**config.mk**
```make
export PLATFORM = sky130hd
export DESIGN_NAME = tsu_top
export DESIGN_NICKNAME = d
export VERILOG_FILES = /design/src/tsu_pkg.sv /design/src/tsu_top.sv
export SDC_FILE = /design/constraint.sdc
export NUM_CORES = 1
export LEC_CHECK = 0
export BUFFER_PORTS_ARGS = -buffer_cell sky130_fd_sc_hd__buf_2
export CORE_MARGIN = 2
export CORE_UTILIZATION = 51
export DETAILED_ROUTE_END_ITERATION = 10
export MAX_ROUTING_LAYER = met4
export PLACE_DENSITY = 0.68
export SLEW_MARGIN = 10
export SYNTH_ARGS = -nofsm -noshare
export SYNTH_HDL_FRONTEND = slang
export SYNTH_SLANG_ARGS = --single-unit
```
**constraint.sdc**
```tcl
create_clock -name clk_in -period 9.59 [get_ports clk_in]
set_input_delay 0.4795 -clock clk_in [delete_from_list [all_inputs] [get_ports clk_in]]
set_output_delay 0.4795 -clock clk_in [all_outputs]
set_load 0.03 [all_outputs]
```
**src/tsu_pkg.sv**
```systemverilog
package tsu_pkg;
  // Contract
  // - Decode 100-bit-per-second time code; align timebase on its seconds marker
  // - Extract time of day, day of year, control functions and binary seconds
  // - Time code input selectable: demodulated 12X envelope or 00X level on line 0
  // - Year field 01-99 is taken as offset into the 2000s
  // - Year field 00 means take the year from host time
  // - Pulse input selectable from any front line, backplane or star line
  // - First pulse loads timebase with user time or host time
  // - Each later pulse marks a seconds boundary one second after the last
  // - Each later pulse within the miss window trims timebase rate to follow the pulse source
  // - Satellite receiver pulse can serve as synchronization reference
  // - Locked to satellite or time code, timebase may act as grandmaster
  // - Without reference, timebase runs free, loaded from host time by the load command
  // - Output 1 Hz pulse on front or backplane lines at seconds boundary
  // - Capture incoming pulse edge as timestamp of the internal timebase

  localparam int unsigned TSU_SUB_W = 26;
  typedef logic [TSU_SUB_W-1:0] tsu_sub_t;

  typedef struct packed {
    logic [6:0] year;
    logic [8:0] day;
    logic [4:0] hr;
    logic [5:0] min;
    logic [5:0] sec;
  } tsu_time_t;

  typedef enum logic [1:0] {SRC_FREE, SRC_TCODE, SRC_PPS, SRC_GNSS} tsu_src_t;

  localparam logic [7:0] REG_CTRL      = 8'h00;
  localparam logic [7:0] REG_STATUS    = 8'h04;
  localparam logic [7:0] REG_MASK      = 8'h08;
  localparam logic [7:0] REG_HOST_TOD  = 8'h0C;
  localparam logic [7:0] REG_HOST_DATE = 8'h10;
  localparam logic [7:0] REG_USER_TOD  = 8'h14;
  localparam logic [7:0] REG_USER_DATE = 8'h18;
  localparam logic [7:0] REG_NOW_TOD   = 8'h1C;
  localparam logic [7:0] REG_NOW_DATE  = 8'h20;
  localparam logic [7:0] REG_NOW_SUB   = 8'h24;
  localparam logic [7:0] REG_TS_TOD    = 8'h28;
  localparam logic [7:0] REG_TS_DATE   = 8'h2C;
  localparam logic [7:0] REG_TS_SUB    = 8'h30;
  localparam logic [7:0] REG_PERIOD    = 8'h34;
  localparam logic [7:0] REG_TC_SBS    = 8'h38;
  localparam logic [7:0] REG_TC_CF     = 8'h3C;
  localparam logic [7:0] REG_LOCK      = 8'h40;

  localparam int unsigned CTL_AM_BIT   = 2;
  localparam int unsigned CTL_USER_BIT = 3;
  localparam int unsigned CTL_SEL_LSB  = 4;
  localparam int unsigned CTL_LOAD_BIT = 9;
  localparam int unsigned CTL_OE_LSB   = 16;

  localparam int unsigned ST_TICK  = 0;
  localparam int unsigned ST_FRAME = 1;
  localparam int unsigned ST_STAMP = 2;
  localparam int unsigned ST_MISS  = 3;
  localparam int unsigned ST_RANGE = 4;
  localparam int unsigned ST_W     = 5;

  localparam logic [5:0] SEC_MAX  = 6'h3B;
  localparam logic [4:0] HR_MAX   = 5'h17;
  localparam logic [8:0] DAY_NORM = 9'h16D;
  localparam logic [8:0] DAY_LEAP = 9'h16E;
  localparam logic [6:0] YEAR_MAX = 7'h63;
  localparam logic [6:0] TC_LAST  = 7'h63;
  localparam logic [4:0] PPS_LINES = 5'h18;
  localparam tsu_time_t TSU_TIME_RST = {7'h00, 9'h001, 5'h00, 6'h00, 6'h00};

  localparam int unsigned TSU_CLK_HZ        = 20_000_000;
  localparam int unsigned TSU_TC_ZERO_MAX_US = 3500;
  localparam int unsigned TSU_TC_ONE_MAX_US  = 6500;
  localparam int unsigned TSU_TC_MISS_US     = 20000;
  localparam int unsigned TSU_PPS_HIGH_MS    = 100;
  localparam int unsigned TSU_PPS_MISS_MS    = 1500;
endpackage

```
**src/tsu_top.sv**
```systemverilog
`timescale 1ns/1ns
module tsu_top
  import tsu_pkg::*;
#(
  parameter int unsigned CLK_HZ      = TSU_CLK_HZ,
  parameter int unsigned NOM_PERIOD  = CLK_HZ,
  parameter int unsigned TC_ZERO_MAX = TSU_TC_ZERO_MAX_US * (CLK_HZ / 1_000_000),
  parameter int unsigned TC_ONE_MAX  = TSU_TC_ONE_MAX_US * (CLK_HZ / 1_000_000),
  parameter int unsigned TC_MISS     = TSU_TC_MISS_US * (CLK_HZ / 1_000_000),
  parameter int unsigned PPS_HIGH    = TSU_PPS_HIGH_MS * (CLK_HZ / 1000),
  parameter int unsigned PPS_MISS    = TSU_PPS_MISS_MS * (CLK_HZ / 1000)
)(
  input  wire logic        clk_in,
  input  wire logic        sys_rst_in,
  input  wire logic [7:0]  wb_adr_in,
  input  wire logic [31:0] wb_dat_in,
  output logic      [31:0] wb_dat_out,
  input  wire logic        wb_we_in,
  input  wire logic [3:0]  wb_sel_in,
  input  wire logic        wb_cyc_in,
  input  wire logic        wb_stb_in,
  output logic             wb_ack_out,
  input  wire logic [2:0]  front_panel_line_in,
  output logic      [2:0]  front_panel_line_out,
  output logic      [2:0]  front_panel_line_oe_out,
  input  wire logic [7:0]  bp_trig_in,
  output logic      [7:0]  bp_trig_out,
  output logic      [7:0]  bp_trig_oe_out,
  input  wire logic [12:0] star_trig_in,
  input  wire logic        tc_am_env_in,
  input  wire logic        gnss_pps_in,
  output logic             irq_out,
  output logic             grandmaster_ok_out
);

  typedef struct packed {
    logic            ack;
    logic [31:0]     rdat;
    tsu_src_t        src;
    logic            am;
    logic            use_user;
    logic [4:0]      sel;
    logic [10:0]     oen;
    logic [ST_W-1:0] status;
    logic [ST_W-1:0] mask;
    tsu_time_t       host;
    tsu_time_t       user;
    tsu_time_t       now;
    tsu_time_t       ts;
    tsu_sub_t        subsec;
    tsu_sub_t        period;
    tsu_sub_t        meas;
    tsu_sub_t        ts_sub;
    logic            armed;
    logic            locked;
    logic            pps_prev;
    logic            gnss_prev;
    logic            pps_lvl;
    logic            tc_prev;
    logic            tc_lastmark;
    logic            tc_sync;
    logic            tc_full;
    logic [17:0]     tc_hi;
    logic [18:0]     tc_idle;
    logic [6:0]      tc_idx;
    logic [99:0]     tc_bits;
    logic [16:0]     sbs;
    logic [17:0]     cf;
  } tsu_state_t;

  tsu_state_t q;
  tsu_state_t n;

  function automatic logic is_leap(input logic [6:0] yr);
    return (yr[1:0] == 2'h0);
  endfunction

  function automatic tsu_time_t tm_inc(input tsu_time_t t);
    tsu_time_t r;
    r = t;
    r.sec = t.sec + 6'h01;
    if (t.sec >= SEC_MAX)
    begin
      r.sec = 6'h00;
      r.min = t.min + 6'h01;
      if (t.min >= SEC_MAX)
      begin
        r.min = 6'h00;
        r.hr  = t.hr + 5'h01;
        if (t.hr >= HR_MAX)
        begin
          r.hr  = 5'h00;
          r.day = t.day + 9'h001;
          if (t.day >= (is_leap(t.year) ? DAY_LEAP : DAY_NORM))
          begin
            r.day  = 9'h001;
            r.year = (t.year >= YEAR_MAX) ? 7'h00 : t.year + 7'h01;
          end
        end
      end
    end
    return r;
  endfunction

  function automatic logic tm_ok(input tsu_time_t t);
    return (t.sec <= SEC_MAX) && (t.min <= SEC_MAX) && (t.hr <= HR_MAX) &&
           (t.day != 9'h000) && (t.day <= (is_leap(t.year) ? DAY_LEAP : DAY_NORM)) &&
           (t.year <= YEAR_MAX);
  endfunction

  function automatic logic [8:0] bcd(input logic [3:0] u, input logic [3:0] t,
                                     input logic [1:0] h);
    return 9'(u) + 9'(t) * 9'h00A + 9'(h) * 9'h064;
  endfunction

  function automatic logic [31:0] tod_word(input tsu_time_t t);
    return {11'h000, t.hr, 2'h0, t.min, 2'h0, t.sec};
  endfunction

  function automatic logic [31:0] date_word(input tsu_time_t t);
    return {9'h000, t.year, 7'h00, t.day};
  endfunction

  function automatic tsu_time_t set_tod(input tsu_time_t t, input logic [31:0] w);
    tsu_time_t r;
    r = t;
    r.sec = w[5:0];
    r.min = w[13:8];
    r.hr  = w[20:16];
    return r;
  endfunction

  function automatic tsu_time_t set_date(input tsu_time_t t, input logic [31:0] w);
    tsu_time_t r;
    r = t;
    r.day  = w[8:0];
    r.year = w[22:16];
    return r;
  endfunction

  logic            req;
  logic            wr;
  logic [31:0]     wmask;
  logic [31:0]     ctrl_word;
  logic [31:0]     ctrl_new;
  logic [23:0]     line_vec;
  logic            pps_raw;
  logic            ext_edge;
  logic            ref_edge;
  logic            ref_mode;
  logic            tc_lvl;
  logic            tc_fall;
  logic            is_mark;
  logic            is_one;
  logic            tc_pr;
  logic            tc_load;
  logic            load_cmd;
  tsu_time_t       dec;
  logic [ST_W-1:0] ev;

  assign req       = wb_cyc_in & wb_stb_in;
  assign wr        = req & wb_we_in & q.ack;
  assign wmask     = {{8{wb_sel_in[3]}}, {8{wb_sel_in[2]}}, {8{wb_sel_in[1]}},
                      {8{wb_sel_in[0]}}};
  assign ctrl_word = {5'h00, q.oen, 7'h00, q.sel, q.use_user, q.am, q.src};
  assign ctrl_new  = (ctrl_word & ~wmask) | (wb_dat_in & wmask);
  assign line_vec  = {star_trig_in, bp_trig_in, front_panel_line_in};
  assign pps_raw   = (q.sel < PPS_LINES) ? line_vec[q.sel] : 1'b0;
  assign ext_edge  = pps_raw & ~q.pps_prev;
  assign ref_mode  = (q.src == SRC_PPS) | (q.src == SRC_GNSS);
  assign ref_edge  = (q.src == SRC_PPS) ? ext_edge :
                     (q.src == SRC_GNSS) ? (gnss_pps_in & ~q.gnss_prev) : 1'b0;
  assign tc_lvl    = q.am ? tc_am_env_in : front_panel_line_in[0];
  assign tc_fall   = q.tc_prev & ~tc_lvl;
  assign is_mark   = q.tc_hi > 18'(TC_ONE_MAX);
  assign is_one    = q.tc_hi > 18'(TC_ZERO_MAX);
  assign tc_pr     = tc_fall & is_mark & q.tc_lastmark & (q.src == SRC_TCODE);
  assign load_cmd  = wr & (wb_adr_in == REG_CTRL) & wb_sel_in[1] & wb_dat_in[CTL_LOAD_BIT];

  always_comb
  begin
    dec.sec  = 6'(bcd(q.tc_bits[4:1], {1'b0, q.tc_bits[8:6]}, 2'h0));
    dec.min  = 6'(bcd(q.tc_bits[13:10], {1'b0, q.tc_bits[17:15]}, 2'h0));
    dec.hr   = 5'(bcd(q.tc_bits[23:20], {2'h0, q.tc_bits[26:25]}, 2'h0));
    dec.day  = bcd(q.tc_bits[33:30], q.tc_bits[38:35], q.tc_bits[41:40]);
    dec.year = 7'(bcd(q.tc_bits[53:50], q.tc_bits[58:55], 2'h0));
    if (dec.year == 7'h00)
    begin
      dec.year = q.host.year;
    end
  end

  assign tc_load = tc_pr & q.tc_sync & q.tc_full & tm_ok(dec);

  always_comb
  begin
    n      = q;
    ev     = '0;
    n.ack  = req & ~q.ack;
    n.pps_prev  = pps_raw;
    n.gnss_prev = gnss_pps_in;
    n.tc_prev   = tc_lvl;

    // Free-running timebase, period trimmed by the reference
    n.subsec = q.subsec + 26'h000_0001;
    if (q.subsec >= q.period - 26'h000_0001)
    begin
      n.subsec = '0;
      n.now    = tm_inc(q.now);
      ev[ST_TICK] = 1'b1;
    end

    if (ref_edge)
    begin
      n.subsec = '0;
      n.meas   = '0;
      if (!q.armed)
      begin
        n.now   = q.use_user ? q.user : q.host;
        n.armed = 1'b1;
      end
      else
      begin
        if (q.meas < tsu_sub_t'(PPS_MISS))
        begin
          n.period = q.meas + 26'h000_0001;
        end
        n.locked = 1'b1;
        n.now    = (q.subsec >= (q.period >> 1)) ? tm_inc(q.now) : q.now;
      end
    end
    else if (q.meas < tsu_sub_t'(PPS_MISS))
    begin
      n.meas = q.meas + 26'h000_0001;
      if (ref_mode && q.armed && q.meas == tsu_sub_t'(PPS_MISS - 1))
      begin
        ev[ST_MISS] = 1'b1;
        n.locked    = 1'b0;
      end
    end

    // Time code pulse width measurement and framing
    if (tc_lvl && !q.tc_prev)
    begin
      n.tc_hi = 18'h0_0001;
    end
    else if (tc_lvl && q.tc_hi != '1)
    begin
      n.tc_hi = q.tc_hi + 18'h0_0001;
    end
    if (tc_fall)
    begin
      n.tc_idle = '0;
    end
    else if (q.tc_idle < 19'(TC_MISS))
    begin
      n.tc_idle = q.tc_idle + 19'h0_0001;
      if (q.src == SRC_TCODE && q.tc_idle == 19'(TC_MISS - 1))
      begin
        ev[ST_MISS] = 1'b1;
        n.tc_sync   = 1'b0;
        n.locked    = 1'b0;
      end
    end
    if (tc_fall && q.src == SRC_TCODE)
    begin
      n.tc_lastmark = is_mark;
      if (tc_pr)
      begin
        n.tc_idx  = 7'h01;
        n.tc_sync = 1'b1;
        n.tc_full = 1'b0;
        if (tc_load)
        begin
          n.now    = tm_inc(dec);
          n.subsec = tsu_sub_t'(q.tc_hi) + 26'h000_0001;
          n.sbs    = {q.tc_bits[97:90], q.tc_bits[88:80]};
          n.cf     = {q.tc_bits[78:70], q.tc_bits[68:60]};
          n.locked = 1'b1;
          ev[ST_FRAME] = 1'b1;
        end
        else if (q.tc_sync && q.tc_full)
        begin
          ev[ST_RANGE] = 1'b1;
        end
      end
      else if (q.tc_sync)
      begin
        n.tc_bits[q.tc_idx] = is_one & ~is_mark;
        n.tc_full = (q.tc_idx == TC_LAST) & is_mark;
        n.tc_idx  = q.tc_idx + 7'h01;
        if (q.tc_idx > TC_LAST)
        begin
          n.tc_sync = 1'b0;
        end
      end
    end

    if (ext_edge)
    begin
      n.ts     = q.now;
      n.ts_sub = q.subsec;
      ev[ST_STAMP] = 1'b1;
    end

    if (wr)
    begin
      unique case (wb_adr_in)
        REG_CTRL:
        begin
          {n.oen, n.sel, n.use_user, n.am} = {ctrl_new[26:16], ctrl_new[8:2]};
          n.src    = tsu_src_t'(ctrl_new[1:0]);
          n.armed  = 1'b0;
          n.locked = 1'b0;
        end
        REG_MASK:      n.mask = (q.mask & ~wmask[ST_W-1:0]) | (wb_dat_in[ST_W-1:0] & wmask[ST_W-1:0]);
        REG_HOST_TOD:  n.host = set_tod(q.host, (tod_word(q.host) & ~wmask) | (wb_dat_in & wmask));
        REG_HOST_DATE: n.host = set_date(q.host, (date_word(q.host) & ~wmask) | (wb_dat_in & wmask));
        REG_USER_TOD:  n.user = set_tod(q.user, (tod_word(q.user) & ~wmask) | (wb_dat_in & wmask));
        REG_USER_DATE: n.user = set_date(q.user, (date_word(q.user) & ~wmask) | (wb_dat_in & wmask));
        default:       n.mask = q.mask;
      endcase
    end
    if (load_cmd)
    begin
      n.now    = n.host;
      n.subsec = '0;
    end

    // Sticky status: a new event wins over a write-one clear
    n.status = (q.status & ~((wr && wb_adr_in == REG_STATUS) ?
                 (wb_dat_in[ST_W-1:0] & wmask[ST_W-1:0]) : '0)) | ev;
    n.pps_lvl = n.subsec < tsu_sub_t'(PPS_HIGH);

    if (req && !q.ack)
    begin
      unique case (wb_adr_in)
        REG_CTRL:      n.rdat = ctrl_word;
        REG_STATUS:    n.rdat = {27'h000_0000, q.status};
        REG_MASK:      n.rdat = {27'h000_0000, q.mask};
        REG_HOST_TOD:  n.rdat = tod_word(q.host);
        REG_HOST_DATE: n.rdat = date_word(q.host);
        REG_USER_TOD:  n.rdat = tod_word(q.user);
        REG_USER_DATE: n.rdat = date_word(q.user);
        REG_NOW_TOD:   n.rdat = tod_word(q.now);
        REG_NOW_DATE:  n.rdat = date_word(q.now);
        REG_NOW_SUB:   n.rdat = {6'h00, q.subsec};
        REG_TS_TOD:    n.rdat = tod_word(q.ts);
        REG_TS_DATE:   n.rdat = date_word(q.ts);
        REG_TS_SUB:    n.rdat = {6'h00, q.ts_sub};
        REG_PERIOD:    n.rdat = {6'h00, q.period};
        REG_TC_SBS:    n.rdat = {15'h0000, q.sbs};
        REG_TC_CF:     n.rdat = {14'h0000, q.cf};
        REG_LOCK:      n.rdat = {29'h0000_0000, q.tc_sync, q.armed, q.locked};
        default:       n.rdat = 32'h0000_0000;
      endcase
    end
  end

  always_ff @(posedge clk_in)
  begin
    if (sys_rst_in)
    begin
      q        <= '0;
      q.period <= tsu_sub_t'(NOM_PERIOD);
      q.now    <= TSU_TIME_RST;
      q.host   <= TSU_TIME_RST;
      q.user   <= TSU_TIME_RST;
      q.ts     <= TSU_TIME_RST;
    end
    else
    begin
      q <= n;
    end
  end

  assign wb_ack_out              = q.ack;
  assign wb_dat_out              = q.rdat;
  assign front_panel_line_out    = {3{q.pps_lvl}};
  assign front_panel_line_oe_out = q.oen[2:0];
  assign bp_trig_out             = {8{q.pps_lvl}};
  assign bp_trig_oe_out          = q.oen[10:3];
  assign irq_out                 = |(q.status & q.mask);
  assign grandmaster_ok_out      = q.locked & ((q.src == SRC_TCODE) | (q.src == SRC_GNSS));
endmodule

```
# Word-level counts from Yosys, hierarchy flattened

Cells that the tools add are included.

Flip-flop bits (word level): 487
Logic and storage cells: 296
Input bits: 75
Output and inout port bits: 57

Bitwise gates (word level): 49
Magnitude comparators: 27
Add/subtract/negate cells: 23
Multiplexer cells: 83
Reductions and logical operators: 36
Equal/unequal tests: 23
Multiply operators: 6

Operators by type and width:

| cell                    | count |
|---|---|
| $pmux W27 S17           | 1 |
| $mux W33                | 11 |
| $mux W26                | 7 |
| $pmux W33 S2            | 2 |
| $mux W107               | 1 |
| $bwmux W100             | 1 |
| $mux W66                | 1 |
| $eq A8 B6 Y1 const B    | 8 |
| $and A27 B27 Y27        | 2 |
| $mux W27                | 2 |
| $add A26 B1 Y26 const B | 2 |
| $mux W52                | 1 |
| $and A23 B23 Y23        | 2 |
| $or A23 B23 Y23         | 2 |
| $and A21 B21 Y21        | 2 |
| $mux W21                | 2 |
| $or A21 B21 Y21         | 2 |
| $mux W1                 | 38 |
| $gt A18 B17 Y1 const B  | 2 |
| $eq A8 B5 Y1 const B    | 4 |
| $mux W16                | 2 |
| $mux W7                 | 4 |
| $not A27 Y27            | 1 |
| $or A27 B27 Y27         | 1 |
| 66 further kinds        | 146 |

# Longest topological paths before layout

Word-level depth: 15
Depth in mapped cells: 24
Depth with buffers taken out: 21

# Least setup slack after synthesis

Ideal clock, no wire load.

Path kind: flip-flop to flip-flop
Start point: reg (tool-made name)
End point: reg q[340] in the netlist's numbering
Path slack: 4.416 ns
Data required time: 9.456 ns
Path buffers: 3
Setup time: 0.134 ns
Stages on the path, launching flop included: 23
Arrival: 5.040 ns
Period minus slack after synthesis: 5.174 ns
Path through: dfxtp_1 -> ha_1 -> ha_1 -> inv_1 -> fa_1 -> xnor3_1 -> o211ai_1 -> a2111oi_4 -> a21oi_2 -> ha_1 -> inv_1 -> ha_1 -> a21oi_1 -> o21ai_0 -> a311o_1 -> a221oi_1 -> o211a_1 -> buf_6 -> buf_6 -> clkbuf_1 -> o221ai_1 -> o22ai_1 -> a21oi_1

RTL lines:

| element              | RTL line       | source |
|---|---|---|
| to (signal assigned) | tsu_top.sv:373 | `q <= n;` |
| to (decl)            | tsu_top.sv:71  | `tsu_state_t q;` |

==> flow_metrics.env <==
export IMPL_status="finished clean"
export IMPL_grt_pass1_wl_mm=145
export IMPL_finalPower_uw=4190
export IMPL_yosysTopAreaCell="dfxtp_1"
export IMPL_drt_drc_violations_left=0
export IMPL_synthTopCellsByArea="dfxtp_1 (34%), a21oi_1 (6.4%), nand2_1 (6.0%)"
export IMPL_synth_edf_count=0
export IMPL_port_buffers=119
export IMPL_peakVddDrop_uv=142
export IMPL_die_h_um=234
export IMPL_syn2layout_area_growth_pct=8.65
export IMPL_p_leak_uw=0.0107
export IMPL_hold_class="in -> reg"
export IMPL_slew_headroom_pct=9.88
export IMPL_cts_root_buffer="clkbuf_16"
export IMPL_cts_tree="built"
export IMPL_cp_data_required_time_ns=10.13
export IMPL_synth_cell_types=87
export IMPL_drt_iter0_drc=3195
export IMPL_crit_type="reg -> reg"
export IMPL_slew_viol_final=0
export IMPL_start_util_pct=51.4
export IMPL_yosysTopAreaCellShare_pct=33.9
export IMPL_clock_latency_ns=0.62
export IMPL_synth_flop_cell="dfxtp_1"
export IMPL_final_common_cell="dfxtp_1"
export IMPL_grt_max_degree=174
export IMPL_htreeDepth=2
export IMPL_numCtsBuffers=51
export IMPL_seq_area_frac_synth_pct=33.9
export IMPL_via_count=26500
export IMPL_grt_usage_pct=35.4
export IMPL_fillers=4875
export IMPL_clock_skew_ns=0.0344
export IMPL_fp_row_count=84
export IMPL_setup_violations_final=0
export IMPL_tightest_slew_ns=1.34
export IMPL_antenna_found_initial=0
export IMPL_tns_ns=0
export IMPL_clk_pin_slew_ns=0.06
export IMPL_worstSetupStartpointType="flip-flop"
export IMPL_dp_hpwl_mm=68.2
export IMPL_place_gp_congestion=0.967
export IMPL_ys_seq_elements=455
export IMPL_antenna_cells=0
export IMPL_reg2reg_setup_slack_ns=3.04
export IMPL_syn_area_per_cell_sq_um=7.78
export IMPL_die_w_um=234
export IMPL_wirelength_mm=96.0
export IMPL_syn_area_sq_um=26900
export IMPL_critPathMaxFanout=80
export IMPL_die_area_sq_um=54600
export IMPL_hold_ws_ns=0.118
export IMPL_fmax_mhz=153
export IMPL_rsz0062_at_grt="false"
export IMPL_post_route_period_util_pct=68.3
export IMPL_ys_warn_count=0
export IMPL_viasPerCell=6.45
export IMPL_cts_hold_buf=0
export IMPL_num_io_pins=132
export IMPL_post_cts_repair_setup_buffers=0
export IMPL_hold_viol=0
export IMPL_layout_common_cells="dfxtp_1 (454), nand2_1 (429), nor2_1 (378)"
export IMPL_post_cts_resized=0
export IMPL_endpoint_kind="flip-flop"
export IMPL_postRouteAntennaNets=0
export IMPL_wire_per_inst_um=23.4
export IMPL_grt_ovfl_total=0
export IMPL_core_sq_um=52300
export IMPL_min_period_ns=6.55
export IMPL_drive_above_1_share_pct=8.94
export IMPL_netlist_instances=3456
export IMPL_placed_cells_incl_taps=4018
export IMPL_first_pass_iters=8
export IMPL_finalNonFillerCells=4111
export IMPL_cts_sinks=455
export IMPL_async_flop_share_pct=0
export IMPL_cts_max_path_buffers=3
export IMPL_drv_cap=0
export IMPL_grt_pass1_vias=24300
export IMPL_cp_arrival_ns=7.09
export IMPL_layout_nets=3576
export IMPL_power_density_nw_per_um2=143
==> per-stage QoR <==
stage          instance area [sq um]  utilization [%]  setup WS (ns)
6_report                       29200             55.8           3.04
5_1_grt                        29200             55.8           2.62
4_1_cts                        29200             55.8           3.11
3_5_place_dp                   27400             52.3           3.13
3_3_place_gp                   27400             52.3           3.22
2_1_floorplan                  26900                -           4.42
==> worst max-delay path, stage by stage (launching register included) <==
cell and delay [ns]:
dfxtp_1 0.40, ha_1 0.27, ha_1 0.19, inv_1 0.06
fa_1 0.48, xnor3_1 0.32, o211ai_1 0.19, a2111oi_4 0.60
a21oi_2 0.20, ha_1 0.24, inv_1 0.09, ha_1 0.27
a21oi_1 0.14, o21ai_0 0.08, a311o_1 0.39, a221oi_1 0.52
o211a_2 0.29, buf_4 0.70, nor4_1 0.17, a211o_1 0.32
o311a_1 0.36, o21ai_1 0.16
==> cell families (layout without fill, tap and decap cells) <==
kind of cell             after synthesis  in the layout  share of synthesized area, %
XOR/XNOR                             161            161                          5.30
multiplexers                         133            133                          5.12
other                                  1              5                        0.0140
flip-flops                           455            455                          33.9
adder cells (fa/ha/maj)              118            118                          5.74
AO/OA/AOI/OAI                        931            931                          22.0
buffers and inverters                354            317                          6.00
AND/OR/NAND/NOR                     1303           1303                          21.9
==> metal layers <==
metal	track usage, %	vias to the layer above	share of wire (%)
li1	-	12200	-
met3	5.48	284	9.4
met5	-	-	0
met2	52.9	1340	43
met4	18.3	0	5.9
met1	46.2	12700	42
==> power breakdown <==
part,switching (uW),leakage [uW],internal (uW)
Combinational,93.9,0.00614,38.0
Clock,849,0.000889,1300
Sequential,9.09,0.00367,1900
Total,952,0.0107,3240
==> area by class of cell <==
class                           instances  area, sq um  area share [%]
Multi-Input combinational cell       2651        16300            55.7
Clock inverter                         18          314            1.08
Tap cell                              688          861            2.95
Clock buffer                           75         1510            5.16
Timing Repair Buffer                  157          903            3.09
Sequential cell                       455         9110            31.2
Inverter                               67          251           0.861
==> cell usage after synthesis, types with 25 or more instances <==
library cell / count
a21oi_1: 343
a211oi_1: 37
a31oi_1: 51
nand3_1: 199
xnor2_1: 84
a21o_1: 25
or3_1: 28
nand4_1: 38
clkbuf_1: 193
inv_1: 67
and3_1: 40
buf_4: 54
nor3_1: 41
o21ai_0: 169
nor2_1: 390
ha_1: 109
mux2i_1: 116
nand2_1: 429
dfxtp_1: 455
nor2b_1: 27
a22oi_1: 56
a221oi_1: 45
xor2_1: 76
a22o_1: 39
==> final timing paths <==
| kind | depth (start not counted) | startpoint | to |
|---|---|---|---|
| worst min register to register | 2 | flip-flop | q[9] |
| worst max register to register | 21 | flip-flop | bp_trig_out[0] |
| worst max-delay path | 21 | flip-flop | bp_trig_out[0] |
| worst min-delay path | 3 | wb_dat_in[26] | flip-flop |
Power figures use the tool's default switching activity.
